### config.mk
export PLATFORM = sky130hd
export DESIGN_NAME = byte_op_branch_execute
export DESIGN_NICKNAME = d
export VERILOG_FILES = /design/src/common/exec_pkg.sv /design/src/common/alu_if.sv /design/src/rtl/byte_op_alu.sv /design/src/rtl/byte_op_branch_execute.sv
export SDC_FILE = /design/constraint.sdc
export NUM_CORES = 1
export LEC_CHECK = 0
export BUFFER_PORTS_ARGS = -buffer_cell sky130_fd_sc_hd__buf_2
export CAP_MARGIN = 10
export CORE_MARGIN = 5
export CORE_UTILIZATION = 52
export CTS_BUF_LIST = sky130_fd_sc_hd__clkbuf_8
export DETAILED_ROUTE_END_ITERATION = 10
export PLACE_DENSITY = 0.93
export SLEW_MARGIN = 20
export SYNTH_ARGS = -nofsm -noshare
export SYNTH_HDL_FRONTEND = slang
export SYNTH_SLANG_ARGS = --single-unit
### constraint.sdc
create_clock -name clock -period 4.2 [get_ports clock]
set_input_delay 0.21 -clock clock [delete_from_list [all_inputs] [get_ports clock]]
set_output_delay 0.21 -clock clock [all_outputs]
set_load 0.01 [all_outputs]
### src/common/exec_pkg.sv
package exec_pkg;
	// =====================================================================
	// Widths
	localparam int DATA_W = 8;
	localparam int FADDR_W = 5;
	localparam int INSTR_W = 12;
	localparam int PC_W = 11;
	localparam int JUMP_W = 9;

	// =====================================================================
	// Instruction field positions
	localparam int DEST_BIT = 5;
	localparam int LIT_LSB = 0;

	// =====================================================================
	// Opcode patterns: an instruction matches when (instr & mask) == value
	localparam logic [11:0] MASK_FILE_D = 12'hfc0;
	localparam logic [11:0] MASK_FILE = 12'hfe0;
	localparam logic [11:0] MASK_JUMP = 12'he00;
	localparam logic [11:0] MASK_LIT = 12'hf00;
	localparam logic [11:0] CODE_CLR = 12'h060;
	localparam logic [11:0] CODE_COM = 12'h240;
	localparam logic [11:0] CODE_DEC = 12'h0c0;
	localparam logic [11:0] CODE_DECSZ = 12'h2c0;
	localparam logic [11:0] CODE_INC = 12'h280;
	localparam logic [11:0] CODE_INCSZ = 12'h3c0;
	localparam logic [11:0] CODE_JUMP = 12'ha00;
	localparam logic [11:0] CODE_IOR = 12'hd00;

	// =====================================================================
	// Status bits copied into the upper program counter on a jump
	localparam int STATUS_PAGE_LO = 5;
	localparam int STATUS_PAGE_HI = 6;

	// =====================================================================
	// Values
	localparam logic [7:0] ZERO_BYTE = 8'h00;
	localparam logic [7:0] ONE_BYTE = 8'h01;
	localparam logic [7:0] W_RESET = 8'h00;
	localparam logic [4:0] FADDR_RESET = 5'h00;
	localparam logic [10:0] PC_RESET = 11'h000;

	typedef enum logic [3:0] {
		OP_NONE = 4'h0,
		OP_CLR = 4'h1,
		OP_COM = 4'h2,
		OP_DEC = 4'h3,
		OP_DECSZ = 4'h4,
		OP_JUMP = 4'h5,
		OP_INC = 4'h6,
		OP_INCSZ = 4'h7,
		OP_IOR = 4'h8
	} op_t;

	typedef enum logic {
		ST_EXEC = 1'b0,
		ST_FLUSH = 1'b1
	} exec_state_t;
endpackage

### src/common/alu_if.sv
`timescale 1ns/10ps
interface alu_if;
	import exec_pkg::*;
	op_t op;
	logic [7:0] file_val;
	logic [7:0] w_val;
	logic [7:0] literal;
	logic [7:0] result;
	logic zero;

	modport alu (input op, input file_val, input w_val, input literal, output result, output zero);
	modport ctl (output op, output file_val, output w_val, output literal, input result, input zero);
endinterface

### src/rtl/byte_op_alu.sv
`timescale 1ns/10ps
module byte_op_alu import exec_pkg::*; (
	alu_if.alu bus
);
	// =====================================================================
	// Result datapath
	always_comb begin
		case (bus.op)
			OP_CLR: bus.result = ZERO_BYTE; // see RQ1
			OP_COM: bus.result = ~bus.file_val; // see RQ3
			OP_DEC, OP_DECSZ: bus.result = bus.file_val - ONE_BYTE; // see RQ4 // see RQ5
			OP_INC, OP_INCSZ: bus.result = bus.file_val + ONE_BYTE; // see RQ9 // see RQ10
			OP_IOR: bus.result = bus.w_val | bus.literal; // see RQ11
			default: bus.result = ZERO_BYTE;
		endcase
	end

	assign bus.zero = (bus.result == ZERO_BYTE); // see RQ12
endmodule // byte_op_alu

### src/rtl/byte_op_branch_execute.sv
// Function
// RQ1: Clear writes 00h to the file register and always sets zero flag.
// RQ2: Destination bit 0 sends result to W, 1 writes file register back.
// RQ3: Complement inverts file register value into destination, updates zero flag.
// RQ4: Decrement subtracts one modulo 256 into destination, updates zero flag.
// RQ5: Decrement-skip writes f-1 to destination, skips on zero, flags untouched.
// RQ6: A taken skip discards the prefetched word, giving a two-cycle instruction.
// RQ7: Jump loads 9-bit literal into PC<8:0>, status<6:5> into PC<10:9>.
// RQ8: Jump takes two cycles, discards prefetched word, flags untouched.
// RQ9: Increment adds one modulo 256 into destination, updates zero flag.
// RQ10: Increment-skip writes f+1 to destination, skips on zero, flags untouched.
// RQ11: Literal-OR puts W OR literal into W, updates zero flag.
// RQ12: Zero flag updating ops except clear set it exactly when result is zero.
// RQ13: Non-skipping ops of this group other than jump finish in one cycle, no discard.
`timescale 1ns/10ps
module byte_op_branch_execute import exec_pkg::*; (
	input wire logic clock,
	input wire logic rst_b,
	input wire logic instr_valid,
	input wire logic [11:0] instr,
	output logic [4:0] file_rd_addr,
	input wire logic [7:0] file_rd_data,
	input wire logic [7:0] status_in,
	output logic [7:0] w_out,
	output logic file_wr_en,
	output logic [4:0] file_wr_addr,
	output logic [7:0] file_wr_data,
	output logic z_wr_en,
	output logic z_value,
	output logic pc_load,
	output logic [10:0] pc_target,
	output logic discard_active
);

	// =====================================================================
	// Decode
	function automatic op_t decode_op(input logic [11:0] word);
		op_t op;
		op = OP_NONE;
		if ((word & MASK_FILE) == CODE_CLR) begin
			op = OP_CLR;
		end else if ((word & MASK_FILE_D) == CODE_COM) begin
			op = OP_COM;
		end else if ((word & MASK_FILE_D) == CODE_DEC) begin
			op = OP_DEC;
		end else if ((word & MASK_FILE_D) == CODE_DECSZ) begin
			op = OP_DECSZ;
		end else if ((word & MASK_FILE_D) == CODE_INC) begin
			op = OP_INC;
		end else if ((word & MASK_FILE_D) == CODE_INCSZ) begin
			op = OP_INCSZ;
		end else if ((word & MASK_JUMP) == CODE_JUMP) begin
			op = OP_JUMP;
		end else if ((word & MASK_LIT) == CODE_IOR) begin
			op = OP_IOR;
		end
		return op;
	endfunction

	function automatic logic is_skip_op(input op_t op);
		return (op == OP_DECSZ) || (op == OP_INCSZ);
	endfunction

	// Read-modify ops that honour the destination bit
	function automatic logic has_dest(input op_t op);
		return (op == OP_COM) || (op == OP_DEC) || (op == OP_INC) || (op == OP_DECSZ) || (op == OP_INCSZ);
	endfunction

	// =====================================================================
	// State
	exec_state_t state_q, state_d;
	logic [7:0] w_q, w_d;
	logic file_wr_en_q, file_wr_en_d;
	logic [4:0] file_wr_addr_q, file_wr_addr_d;
	logic [7:0] file_wr_data_q, file_wr_data_d;
	logic z_wr_en_q, z_wr_en_d;
	logic z_value_q, z_value_d;
	logic pc_load_q, pc_load_d;
	logic [10:0] pc_target_q, pc_target_d;
	op_t cur_op;
	logic executing;
	logic dest_file;

	// =====================================================================
	// Datapath
	alu_if alu_bus ();

	byte_op_alu alu_inst (
		.bus(alu_bus)
	);

	// Prefetched word arriving in the flush cycle is dropped, acting as a no-op
	assign executing = instr_valid && (state_q == ST_EXEC); // see RQ6 // see RQ8
	assign cur_op = executing ? decode_op(instr) : OP_NONE;
	assign dest_file = instr[DEST_BIT];
	assign file_rd_addr = instr[FADDR_W-1:0];

	assign alu_bus.op = cur_op;
	assign alu_bus.file_val = file_rd_data;
	assign alu_bus.w_val = w_q;
	assign alu_bus.literal = instr[LIT_LSB +: DATA_W];

	// =====================================================================
	// Sequencing: discard cycle and jump target
	always_comb begin
		state_d = ST_EXEC;
		pc_load_d = 1'b0;
		pc_target_d = pc_target_q;
		case (cur_op)
			OP_DECSZ, OP_INCSZ: begin
				// Skip only on a zero result; the prefetched word becomes a no-op
				if (is_skip_op(cur_op) && alu_bus.zero) begin
					state_d = ST_FLUSH; // see RQ5 // see RQ10 // see RQ6
				end
			end
			OP_JUMP: begin
				pc_load_d = 1'b1;
				pc_target_d = {status_in[STATUS_PAGE_HI:STATUS_PAGE_LO], instr[JUMP_W-1:0]}; // see RQ7
				state_d = ST_FLUSH; // see RQ8
			end
			default: begin
				state_d = ST_EXEC; // see RQ13
			end
		endcase
	end

	always_ff @(posedge clock) begin
		if (!rst_b) begin
			state_q <= ST_EXEC;
			pc_load_q <= 1'b0;
			pc_target_q <= PC_RESET;
		end else begin
			state_q <= state_d;
			pc_load_q <= pc_load_d;
			pc_target_q <= pc_target_d;
		end
	end

	// =====================================================================
	// Working register
	always_comb begin
		w_d = w_q;
		if (cur_op == OP_IOR) begin
			w_d = alu_bus.result; // see RQ11
		end else if (has_dest(cur_op) && !dest_file) begin
			w_d = alu_bus.result; // see RQ2
		end
	end

	always_ff @(posedge clock) begin
		if (!rst_b) begin
			w_q <= W_RESET;
		end else begin
			w_q <= w_d;
		end
	end

	// =====================================================================
	// File register write-back
	always_comb begin
		file_wr_en_d = 1'b0;
		file_wr_addr_d = file_wr_addr_q;
		file_wr_data_d = file_wr_data_q;
		if ((cur_op == OP_CLR) || (has_dest(cur_op) && dest_file)) begin
			file_wr_en_d = 1'b1; // see RQ1 // see RQ2
			file_wr_addr_d = instr[FADDR_W-1:0];
			file_wr_data_d = alu_bus.result;
		end
	end

	always_ff @(posedge clock) begin
		if (!rst_b) begin
			file_wr_en_q <= 1'b0;
			file_wr_addr_q <= FADDR_RESET;
			file_wr_data_q <= ZERO_BYTE;
		end else begin
			file_wr_en_q <= file_wr_en_d;
			file_wr_addr_q <= file_wr_addr_d;
			file_wr_data_q <= file_wr_data_d;
		end
	end

	// =====================================================================
	// Zero flag update
	always_comb begin
		z_wr_en_d = 1'b0;
		z_value_d = z_value_q;
		case (cur_op)
			OP_CLR: begin
				z_wr_en_d = 1'b1;
				z_value_d = 1'b1; // see RQ1
			end
			OP_COM, OP_DEC, OP_INC, OP_IOR: begin
				z_wr_en_d = 1'b1; // see RQ3 // see RQ4 // see RQ9 // see RQ11
				z_value_d = alu_bus.zero; // see RQ12
			end
			default: begin
				// Skips and jumps leave every flag as it was
				z_wr_en_d = 1'b0; // see RQ5 // see RQ8 // see RQ10
			end
		endcase
	end

	always_ff @(posedge clock) begin
		if (!rst_b) begin
			z_wr_en_q <= 1'b0;
			z_value_q <= 1'b0;
		end else begin
			z_wr_en_q <= z_wr_en_d;
			z_value_q <= z_value_d;
		end
	end

	// =====================================================================
	// Outputs
	assign w_out = w_q;
	assign file_wr_en = file_wr_en_q;
	assign file_wr_addr = file_wr_addr_q;
	assign file_wr_data = file_wr_data_q;
	assign z_wr_en = z_wr_en_q;
	assign z_value = z_value_q;
	assign pc_load = pc_load_q;
	assign pc_target = pc_target_q;
	assign discard_active = (state_q == ST_FLUSH); // see RQ6
endmodule // byte_op_branch_execute

---- Word level (Yosys, flattened, before mapping) ----
Index checks and enable logic that the tools add are counted.
operators by class
  add/subtract/negate cells ............... 2
  eq/ne operators ......................... 16
  muxes and demuxes ....................... 18
  bitwise operators ....................... 3
  reduce and logical (&&, ||, !) cells .... 19
operators by type and width
  cell                 count
  $mux 4               9
  $pmux 8 s4           1
  $eq 6x4->1 const B   4
  $eq 4x3->1 const B   4
  $mux 8               2
  $add 8x1->8 const B  1
  $eq 4x2->1 const B   2
  $eq 4x4->1 const B   2
  $logic_not 8->1      1
  $not 8->8            1
  $or 8x8->8           1
  $sub 8x1->8 const B  1
  $eq 7x2->1 const B   1
  $eq 6x2->1 const B   1
  $logic_or 1x1->1     6
  $reduce_or 2->1      3
  $reduce_or 5->1      1
  $eq 4x1->1 const B   1
  $logic_and 1x1->1    4
  $mux 1               4
  $pmux 1 s2           2
  $reduce_bool 2->1    2
  $reduce_or 4->1      1
  $eq 3x3->1 const B   1
  other kinds (2)      2
word-level totals
  bits in registers ....................... 37
  bits of input ports ..................... 31
  output and inout bits ................... 42
  logic and storage cells ................. 67

---- Logic depth before layout (Yosys ltp) ----
Gate-level depths: netlist (run 1).
  depth in word-level cells ............... 18
  depth in mapped cells ................... 13
  mapped depth without buffers ............ 13

---- By module ----
From an unflattened synthesis (run 1), not the netlist that was laid out.
unflattened totals
  cell total of the unflattened synthesis .. 258
  area, all modules ....................... 2269.7 um^2
by module, submodules not included
  module                  times used  cells each  area each (um^2)  seq. area each (um^2)
  byte_op_branch_execute  1           179         1711.6            740.7
  byte_op_alu             1           79          558.0             0.0

---- Least setup slack after synthesis (run 1) ----
Ideal clock, no wire load.
  path type ............................... input to register
  start point ............................. in instr[8]
  end point ............................... reg state_q (netlist: discard_active)
  library setup time ...................... 70 ps
  data arrival time ....................... 3232 ps
  required time ........................... 4130 ps
  path slack .............................. 899 ps
  cell stages on the path ................. 12
  buffers on the path ..................... 0
  cell sequence ........................... nor3b_1 -> or4b_4 -> nor2_4 -> nand2_1 -> fa_1 -> a211oi_1 -> o21ai_1 -> a21oi_1 -> xnor2_1 -> o41a_1 -> or4_1 -> a21oi_1
between the ends
  longest elaborated chain between the ends .. 17
  elaborated cells on any way between the ends .. 32
  those cells by class .................... 14 x eq/ne; 12 x mux; 6 x reduce/logical
ends and longest elaborated chain
  what                                RTL line                                                                       RTL
  start, declared                     byte_op_branch_execute.sv:20                                                   input wire logic [11:0] instr,
  $eq 4x4->1                          byte_op_branch_execute.sv:54                                                   end else if ((word & MASK_LIT) == CODE_IOR) begin
  $mux 4                              byte_op_branch_execute.sv:54
  $mux 4                              byte_op_branch_execute.sv:52                                                   end else if ((word & MASK_JUMP) == CODE_JUMP) begin
  $mux 4                              byte_op_branch_execute.sv:50                                                   end else if ((word & MASK_FILE_D) == CODE_INCSZ) begin
  $mux 4                              byte_op_branch_execute.sv:48                                                   end else if ((word & MASK_FILE_D) == CODE_INC) begin
  $mux 4                              byte_op_branch_execute.sv:46                                                   end else if ((word & MASK_FILE_D) == CODE_DECSZ) begin
  $mux 4                              byte_op_branch_execute.sv:44                                                   end else if ((word & MASK_FILE_D) == CODE_DEC) begin
  $mux 4                              byte_op_branch_execute.sv:42                                                   end else if ((word & MASK_FILE_D) == CODE_COM) begin
  $mux 4 (*)                          byte_op_branch_execute.sv:40                                                   if ((word & MASK_FILE) == CODE_CLR) begin
  $mux 4 (*)                          byte_op_branch_execute.sv:94                                                   assign cur_op = executing ? decode_op(instr) : OP_NONE;
  $eq 4x3->1 (tied with other cells)  byte_op_alu.sv:8, byte_op_branch_execute.sv:61, byte_op_branch_execute.sv:109
  $reduce_or 2->1                     byte_op_alu.sv:8                                                               case (bus.op)
  $pmux 8 s4                          byte_op_alu.sv:8
  $logic_not 8->1                     byte_op_alu.sv:18                                                              assign bus.zero = (bus.result == ZERO_BYTE);
  $logic_and 1x1->1                   byte_op_branch_execute.sv:112                                                  if (is_skip_op(cur_op) && alu_bus.zero) begin
  $mux 1                              byte_op_branch_execute.sv:112
  $pmux 1 s2 (*)                      byte_op_branch_execute.sv:109                                                  case (cur_op)
  end signal, assigned                byte_op_branch_execute.sv:133                                                  state_q <= state_d;
  end, declared                       byte_op_branch_execute.sv:71                                                   exec_state_t state_q, state_d;
Every way passes the cells marked *; elsewhere a longest branch is shown, timed or not.
A chain may end at the register's enable or synchronous reset.

---- Worst setup path in the final report (run 1) ----
Same ends and word-level chain as after synthesis.

==> results of run 1 <==
-- flip-flops by register name, indices dropped and copies added, names as in the netlist --
register,cells
discard_active,1
file_wr_addr,5
file_wr_data,8
file_wr_en,1
pc_load,1
pc_target,11
w_out,8
z_value,1
z_wr_en,1
-- through the flow --
step,worst slack (ns),area (sq um),std cells,util [%]
floorplan,0.899,2120,235,-
global placement,0.549,2460,339,62.0
detailed placement,0.448,2460,339,62.0
CTS,0.747,2560,347,64.4
global route,0.446,2560,347,64.4
finish,0.731,2560,347,64.4
-- path summary, 6_finish.rpt --
kind / start / to / slack (ns) / depth (start not counted)
hold reg to reg: w_out[2]$_SDFFE_PN0P_ / w_out[2]$_SDFFE_PN0P_ / 0.48 / 2
setup / recovery: instr[8] / discard_active$_SDFF_PN0_ / 0.73 / 13
setup reg to reg: discard_active$_SDFF_PN0_ / discard_active$_SDFF_PN0_ / 0.98 / 11
hold / removal: status_in[5] / pc_target[9]$_SDFFE_PN0P_ / 0.16 / 3
-- cells in the mapped netlist, types with 3 or more instances --
library cell and instances:
mux2i_1 19, a21oi_1 10, o22ai_1 3, buf_4 6
nor3_1 4, clkbuf_1 7, ha_1 6, inv_1 3
o21ai_0 6, dfxtp_1 37, nor2b_1 25, nor2_1 13
nand2_1 25, o211a_1 11, o21a_1 3, xnor2_1 3
-- tightest hold or removal path: stages --
cell	delay [ns]
buf_2	0.07
mux2i_1	0.06
nor2b_1	0.09
-- cell families after synthesis --
| kind of cell | after synthesis | share of synthesized area (%) |
|---|---|---|
| adder cells (fa/ha/maj) | 7 | 4.48 |
| AO/OA/AOI/OAI | 57 | 20.7 |
| buffers and inverters | 17 | 4.13 |
| AND/OR/NAND/NOR | 92 | 24.1 |
| flip-flops | 37 | 34.9 |
| multiplexers | 20 | 9.68 |
| XOR/XNOR | 5 | 2.07 |
-- power by group --
group	internal (uW)	switching, uW
logic	47.4	66.3
clock network	133	134
registers	356	3.24
-- area by class of cell --
class | count | area (sq um)
Fill cell | 348 | 1410
Multi-Input combinational cell | 181 | 1300
Sequential cell | 37 | 741
Timing Repair Buffer | 68 | 345
Clock buffer | 6 | 82.6
Tap cell | 50 | 62.6
Clock inverter | 2 | 13.8
Inverter | 3 | 11.3
-- cell usage in the layout (no fill, tap or decap), types with 2 or more instances in the layout --
| cell | synthesis | final |
|---|---|---|
| buf_2 | 1 | 66 |
| dfxtp_1 | 37 | 37 |
| nor2b_1 | 25 | 25 |
| nand2_1 | 25 | 25 |
| mux2i_1 | 19 | 19 |
| nor2_1 | 13 | 13 |
| o211a_1 | 11 | 11 |
| a21oi_1 | 10 | 10 |
| ha_1 | 6 | 6 |
| clkbuf_8 | 0 | 6 |
| o21ai_0 | 6 | 5 |
| nor3_1 | 4 | 4 |
| o21a_1 | 3 | 3 |
| xnor2_1 | 3 | 3 |
| inv_1 | 3 | 3 |
| o22ai_1 | 3 | 3 |
| nand2b_1 | 2 | 2 |
| nand4_1 | 2 | 2 |
| o21ai_1 | 2 | 2 |
| a31oi_1 | 2 | 2 |
| and2_1 | 2 | 2 |
| xor2_1 | 2 | 2 |
| nand3_1 | 2 | 2 |
| a41oi_1 | 2 | 2 |
| o221ai_1 | 2 | 2 |
| a21boi_1 | 2 | 2 |
| or4_1 | 2 | 2 |
| buf_4 | 6 | 2 |
-- routing by layer --
| layer | wire (um) | share of wire (%) | global-route usage, % |
|---|---|---|---|
| met1 | 2290 | 42 | 24.2 |
| met2 | 2610 | 48 | 36.2 |
| met4 | 85 | 1.6 | 7.44 |
| met3 | 411 | 7.6 | 7.11 |
| met5 | 0 | 0 | 0 |
==> results.txt, run 1 <==
status: complete, no violations
critical-path cell list: buf_2 > and2b_4 > nor3_1 > o21a_1 > nand2_1 > fa_1 > a211oi_1 > o21ai_1 > a21oi_1 > xnor2_1 > o41a_1 > or4_1 > a21oi_1
Vias: 2004
Design Power: 740 uW
critical path fanouts, max: 7
initial core utilization: 53.4%
Mapped Area: 2120 sq um
H-Tree Depth: 2
Setup violations, final: 0
max-slew violation count: 0
Pwr Density: 289 nW/um^2
layout cells sized above 1: 29.3%
post-synthesis sequential area ratio: 34.9%
Static Leak: 0.00117 uW
initial antenna violation count: 0
Via-to-Cell Ratio: 5.78
# DRC: 0
gpl congestion: 0.901
Most common cell on crit path: a21oi_1
drt initial violations: 128
max cap viols: 0
CP endpoint kind: flip-flop
period utilization: 82.6%
DIE AREA: 5460 sq um
row count: 23
WHS: 0.163 ns
Worst-Skew Late Latency: 0.30 ns
Layout area overhead: 20.6%
fin nets: 334
Worst Path Buf+Inv: 1
# IOs: 73
CTS max path bufs: 2
CP Launch Type: input pin
highest clock rate: 288 MHz
drt first pass iters: 4
n_diodes: 0
largest net degree at the start of global routing: 37
share of the synthesized area in the top cell type: 34.9%
CORE AREA: 3970 sq um
post-synth top area cell: dfxtp_1
root buffer cell: clkbuf_8
# clock sinks: 37
grt ovf: 0
Synth area leaders: dfxtp_1, mux2i_1, nor2b_1
vias in the first global route: 1982
Final Hold Viols: 0
Layout Skew: 0.00451 ns
WS Path Type: in2reg
CTS resizes: 0
yosys warns: 0
Max-slew headroom: 37.5%
WP data required: 4.43 ns
Async S/R FF share, synth: 0%
setup_tns: 0 ns
Total Wirelength: 5400 um
min cycle time layout: 3.47 ns
Setup Fix Bufs, Post-CTS: 0
die height: 73.9 um
worst vdd ir: 0.252 mV
hpwl dp: 4120 um
Post-synth EDFFs: 0
Global Route Usage Sum: 21.1%
Clock transition at path regs: 0.08 ns
RSZ-0062 raised after global routing: no
Seq cells post-synth: 37
Routed WL per cell: 15.6 um
Top delay family on crit path: compound AO/OA/AOI/OAI gates
first-pass GRT wire length: 8890 um
Synth Area per Inst: 9.02 sq um
Die W: 73.9 um
Slew @ Worst Pin: 0.937 ns
Gate Count Post-Synth: 235
CP arrival: 3.70 ns
slowest library cell on the worst path: or4_1
Yosys cell types: 59
syn nets: 273
CP peak stage delay: 0.51 ns
number of I/O port buffers: 66
CTS buffer count: 5
HP Class: in2reg
Hold Buf Count CTS: 0
Post-synth top flop: dfxtp_1
antenna viol nets, final: 0
CTS tree: done
No activity file was read; power rests on OpenSTA's default activity.
==> inputs of run 2 (changes only) <==
- clock period: 4.2 -> 3.6 ns (I/O delays scaled with it)
==> results.txt, run 2 (synthesis results as in run 1) <==
status: complete, no violations
post-layout util: 65.0%
slowest library cell on the worst path: or4b_4
CP Launch Type: input pin
Fillers: 350
max-slew violation count: 0
Seq pwr share: 50.7%
initial core utilization: 53.4%
CORE AREA: 3970 sq um
Worst-Skew Late Latency: 0.29 ns
Net Sw Frac: 27.1%
CP arrival: 3.59 ns
Total Wirelength: 5430 um
commonest non-fill, non-tap cell in the layout: buf_2
RSZ-0062 raised after global routing: no
antenna viol nets, final: 0
Routed WL per cell: 15.5 um
Via-to-Cell Ratio: 5.73
fin nets: 339
placed cell area: 2500 sq um
largest net degree at the start of global routing: 37
R2R depth: 13
CTS max path bufs: 2
Design Power: 826 uW
WP data required: 3.83 ns
HP Class: in2reg
CTS buffer count: 5
met3 WL: 422 um
die height: 73.9 um
highest clock rate: 298 MHz
highest metal used: met4
Vias: 2010
Static Leak: 0.00119 uW
Clock transition at path regs: 0.07 ns
drt initial violations: 60
max cap viols: 0
number of I/O port buffers: 66
Die W: 73.9 um
root buffer cell: clkbuf_8
CTS resizes: 0
Hold Buf Count CTS: 0
critical path fanouts, max: 7
min cycle time layout: 3.35 ns
CP endpoint kind: flip-flop
routed length on met2: 2650 um
Hold Path Depth: 3
Multi-input gate area: 1300 sq um
# DRC: 0
period utilization: 93.1%
hpwl dp: 4160 um
Global Route Usage Sum: 21.3%
vias in the first global route: 1995
gpl congestion: 0.909
M1 WL: 2230 um
row count: 23
setup_tns: 0 ns
H-Tree Depth: 2
n_diodes: 0
Comb power frac: 16.2%
DIE AREA: 5460 sq um
layout cells sized above 1: 29.9%
first-pass GRT wire length: 9000 um
Largest register FFs: 11
initial antenna violation count: 0
commonest cells after routing, fill and taps aside: buf_2, dfxtp_1, nor2b_1, nand2_1, mux2i_1
WHS: 0.154 ns
post-route cell area: 2580 sq um
worst vdd ir: 0.293 mV
WS Path Type: in2reg
# clock sinks: 37
Reg area: 741 sq um
grt ovf: 0
Setup violations, final: 0
Clk pwr share: 33.0%
critical-path cell list: buf_2 > nor3b_1 > or4b_4 > nor2_4 > nand2_1 > buf_4 > ha_1 > nand3_1 > o2111ai_1 > o31ai_1 > and3_1 > o211a_1 > or3_4 > nor3_1 > o211a_1
Final Hold Viols: 0
Max-slew headroom: 62.1%
internal power: 603 uW
Layout area overhead: 21.7%
Setup Fix Bufs, Post-CTS: 0
Layout Skew: 0.00450 ns
CTS tree: done
CP peak stage delay: 0.57 ns
drt first pass iters: 4
Pwr Density: 320 nW/um^2
Most common cell on crit path: o211a_1
# IOs: 73
Net Switching: 224 uW
Slew @ Worst Pin: 0.566 ns
-- run 2: cell type report --
| cell class | instances | share of cell area (%) |
|---|---|---|
| multi-input combinational | 181 | 50.5 |
| sequential | 37 | 28.7 |
| timing repair buffer | 73 | 14.8 |
| clock buffer | 5 | 2.67 |
| tap | 50 | 2.42 |
| clock inverter | 2 | 0.485 |
| inverter | 3 | 0.436 |
-- run 2: power groups by stage --
| stage | Clock, uW | Sequential [uW] | Combinational, uW |
|---|---|---|---|
| final | 273 | 419 | 134 |
| after global routing | 303 | 420 | 148 |
| after CTS | 283 | 419 | 133 |
| after detailed placement | 0 | 428 | 132 |
| after global placement | 0 | 428 | 129 |
| after floorplan | 0 | 431 | 82.4 |
-- run 2: worst paths after layout --
| kind | slack, ns | to | from |
|---|---|---|---|
| worst max-delay path | 0.25 | z_value$_SDFFE_PN0P_ | instr[8] |
| worst min-delay path | 0.15 | pc_target[9]$_SDFFE_PN0P_ | status_in[5] |
| worst max register to register | 0.49 | z_value$_SDFFE_PN0P_ | discard_active$_SDFF_PN0_ |
| worst min register to register | 0.47 | w_out[2]$_SDFFE_PN0P_ | w_out[2]$_SDFFE_PN0P_ |
-- run 2: stage by stage --
step	worst slack [ns]	cells
after floorplan	0.329	235
after global placement	0.0675	344
after detailed placement	-0.00907	344
after CTS	0.280	351
after global routing	0.0503	351
final	0.249	351
-- run 2: layer usage --
metal	vias up	GRT usage, %
li1	988	-
met1	932	25.3
met2	75	35.8
met3	15	6.84
met4	0	7.44
met5	-	0
-- run 2: worst max-delay path, delay by kind of cell --
kind / cells / cell delay [ns]
and+or+nand+nor: 8 / 1.92
AOI/OAI and AO/OA: 4 / 0.80
adders and majority gates: 1 / 0.35
buffers and inverters: 2 / 0.33
==> inputs of run 3 (changes only) <==
- CORE_UTILIZATION: 52 -> 51
- CTS_BUF_LIST: sky130_fd_sc_hd__clkbuf_8 -> sky130_fd_sc_hd__clkbuf_16
- PLACE_DENSITY: 0.93 -> 0.78
- SYNTH_HIERARCHICAL: not set -> 1
==> results.txt, run 3 <==
layout cells sized above 1: 34.7%
CTS tree: done
most frequent cell after synthesis: nand2_1
Vias: 2127
Static Leak: 0.00136 uW
commonest non-fill, non-tap cell in the layout: buf_2
CORE AREA: 4320 sq um
H-Tree Depth: 2
CP Launch Type: input pin
Pwr Density: 401 nW/um^2
Post-synth top flop: dfxtp_1
Critical R2R Capture: z_value$_SDFFE_PN0P_
post-route cell area: 2810 sq um
Hold Buf Count CTS: 0
largest net degree at the start of global routing: 50
antenna viol nets, final: 0
R2R depth: 15
vias in the first global route: 2023
internal power: 875 uW
CTS max path bufs: 2
Async S/R FF share, synth: 0%
HP Class: in2reg
WS Path Type: in2reg
CTS buffer count: 5
max-slew violation count: 0
root buffer cell: clkbuf_16
WP data required: 3.82 ns
period utilization: 94.2%
post-synth top area cell: dfxtp_1
Layout Skew: 0.00385 ns
Global Route Usage Sum: 19.2%
commonest cells after routing, fill and taps aside: buf_2, nand2_1, dfxtp_1
Setup violations, final: 0
Via-to-Cell Ratio: 5.63
die height: 76.7 um
fin nets: 357
Clk pwr share: 50.7%
Die W: 76.7 um
Most common cell on crit path: or4_4
DIE AREA: 5880 sq um
min cycle time layout: 3.39 ns
RR Startpoint: discard_active$_SDFF_PN0_
CP endpoint kind: flip-flop
Synth area leaders: dfxtp_1, mux2i_1, nand2_1
Worst-Skew Late Latency: 0.28 ns
critical path fanouts, max: 5
worst vdd ir: 0.189 mV
Mapped Area: 2270 sq um
Total Wirelength: 5630 um
initial antenna violation count: 0
Post-synth top cells: nand2_1, dfxtp_1, mux2i_1, o21ai_0, nor2_1
RSZ-0062 raised after global routing: no
Layout area overhead: 23.9%
critical-path cell list: buf_2 > nor2b_1 > and4b_1 > o21a_1 > nand2_1 > inv_1 > and3b_2 > xnor2_1 > ha_2 > or4_4 > mux2i_2 > mux2i_1 > o211ai_1 > or4_4 > nor4_4 > a211o_1 > o211a_1
n_diodes: 0
status: complete, no violations
CP Launch Point: instr[8]
CP arrival: 3.62 ns
post-synthesis sequential area ratio: 32.6%
drt first pass iters: 4
# clock sinks: 37
highest clock rate: 295 MHz
Synth Area per Inst: 8.80 sq um
Seq pwr share: 37.0%
first-pass GRT wire length: 9540 um
Slew @ Worst Pin: 1.13 ns
Net Switching: 252 uW
Design Power: 1130 uW
drt initial violations: 152
row count: 24
Gate Count Post-Synth: 258
share of the synthesized area in the top cell type: 32.6%
CP peak stage delay: 0.57 ns
Routed WL per cell: 14.9 um
R2R setup slack: 0.21 ns
setup_tns: 0 ns
placed cell area: 2590 sq um
yosys warns: 6
Comb power frac: 12.3%
Net Sw Frac: 22.4%
WHS: 0.155 ns
initial core utilization: 52.5%
Critical Path Sink: z_value$_SDFFE_PN0P_
Seq cells post-synth: 37
grt ovf: 0
hpwl dp: 4110 um
Final Hold Viols: 0
slowest library cell on the worst path: or4_4
Max-slew headroom: 23.7%
Yosys cell types: 56
max cap viols: 0
syn nets: 290
Post-synth EDFFs: 0
Clock transition at path regs: 0.06 ns
number of I/O port buffers: 66
# IOs: 73
gpl congestion: 0.895
Largest register FFs: 11
# DRC: 0
[run 3: changes by cell type after synthesis, moves of 3 or more]
cell,before,now
o211ai_1,1,4
mux2i_1,19,35
nor2b_1,25,13
o211a_1,11,2
a21oi_1,10,6
ha_1,6,1
o21ai_0,6,16
nand3_1,2,7
nand3b_1,1,4
nor4_1,1,4
buf_6,0,7
nand2_1,25,38
clkbuf_1,7,2
[run 3: kinds of logic (layout without fill, tap and decap cells)]
| logic type | after synthesis | after routing | share of synthesized area [%] |
|---|---|---|---|
| AND/OR/NAND/NOR | 114 | 114 | 29.1 |
| XOR/XNOR | 1 | 1 | 0.386 |
| multiplexers | 35 | 35 | 15.4 |
| AO/OA/AOI/OAI | 43 | 43 | 12.5 |
| flip-flops | 37 | 37 | 32.6 |
| adder cells (fa/ha/maj) | 1 | 1 | 0.551 |
| buffers and inverters | 27 | 95 | 9.43 |
[run 3: layer usage]
metal,wire (um),GRT usage (%),up-vias
li1,-,-,1050
met1,2590,25.2,1002
met2,2620,31.1,65
met3,336,3.98,10
met4,80,6.99,0
met5,0,0,-
[run 3: power groups by stage]
stage | combinational, uW | sequential, uW | clock, uW
floorplan | 90.3 | 429 | 0
global placement | 129 | 426 | 0
detailed placement | 131 | 426 | 0
CTS | 133 | 417 | 578
global route | 153 | 418 | 601
finish | 139 | 417 | 572
[run 3: worst min-delay path by stage]
stage                       startpoint                           end  slack (ns)  depth (start not counted)
after floorplan               instr[0]  file_wr_addr[0]$_SDFFE_PN0P_        0.32                          2
after global placement    status_in[6]    pc_target[10]$_SDFFE_PN0P_        0.44                          3
after detailed placement  status_in[5]     pc_target[9]$_SDFFE_PN0P_        0.45                          3
after global routing          instr[3]  file_wr_addr[3]$_SDFFE_PN0P_        0.19                          3
final                     status_in[5]     pc_target[9]$_SDFFE_PN0P_        0.16                          3
after CTS                 status_in[5]     pc_target[9]$_SDFFE_PN0P_        0.16                          3
[run 3: what timing repair did]
item | 4_1_cts | 5_1_grt
buffers inserted | 0 | 2
gates resized for setup | 0 | 5
endpoints found under the setup margin | 0 | 2
[run 3: final cells by class]
cell class,instances,area [sq um]
Fill cell,385,1510
Clock buffer,5,125
Tap cell,52,65.1
Clock inverter,3,68.8
Inverter,4,15.0
Sequential cell,37,741
Timing Repair Buffer,83,458
Multi-Input combinational cell,194,1340
[run 3: critical path, delay by kind of cell]
family | cells | cell delay, ns
muxes | 2 | 0.38
xor gates and xnor gates | 1 | 0.13
buffers and inverters | 2 | 0.18
AOI/OAI and AO/OA | 4 | 0.59
adders and majority gates | 1 | 0.18
and+or+nand+nor | 7 | 1.96
[run 3: per-stage QoR]
step / cells / utilization [%] / setup WS (ns)
4_1_cts: 376 / 64.3 / 0.230
3_5_place_dp: 368 / 59.8 / 0.00519
6_report: 378 / 65.0 / 0.207
5_1_grt: 378 / 65.0 / 0.00342
3_3_place_gp: 368 / 59.8 / 0.0443
2_1_floorplan: 258 / - / 0.0159
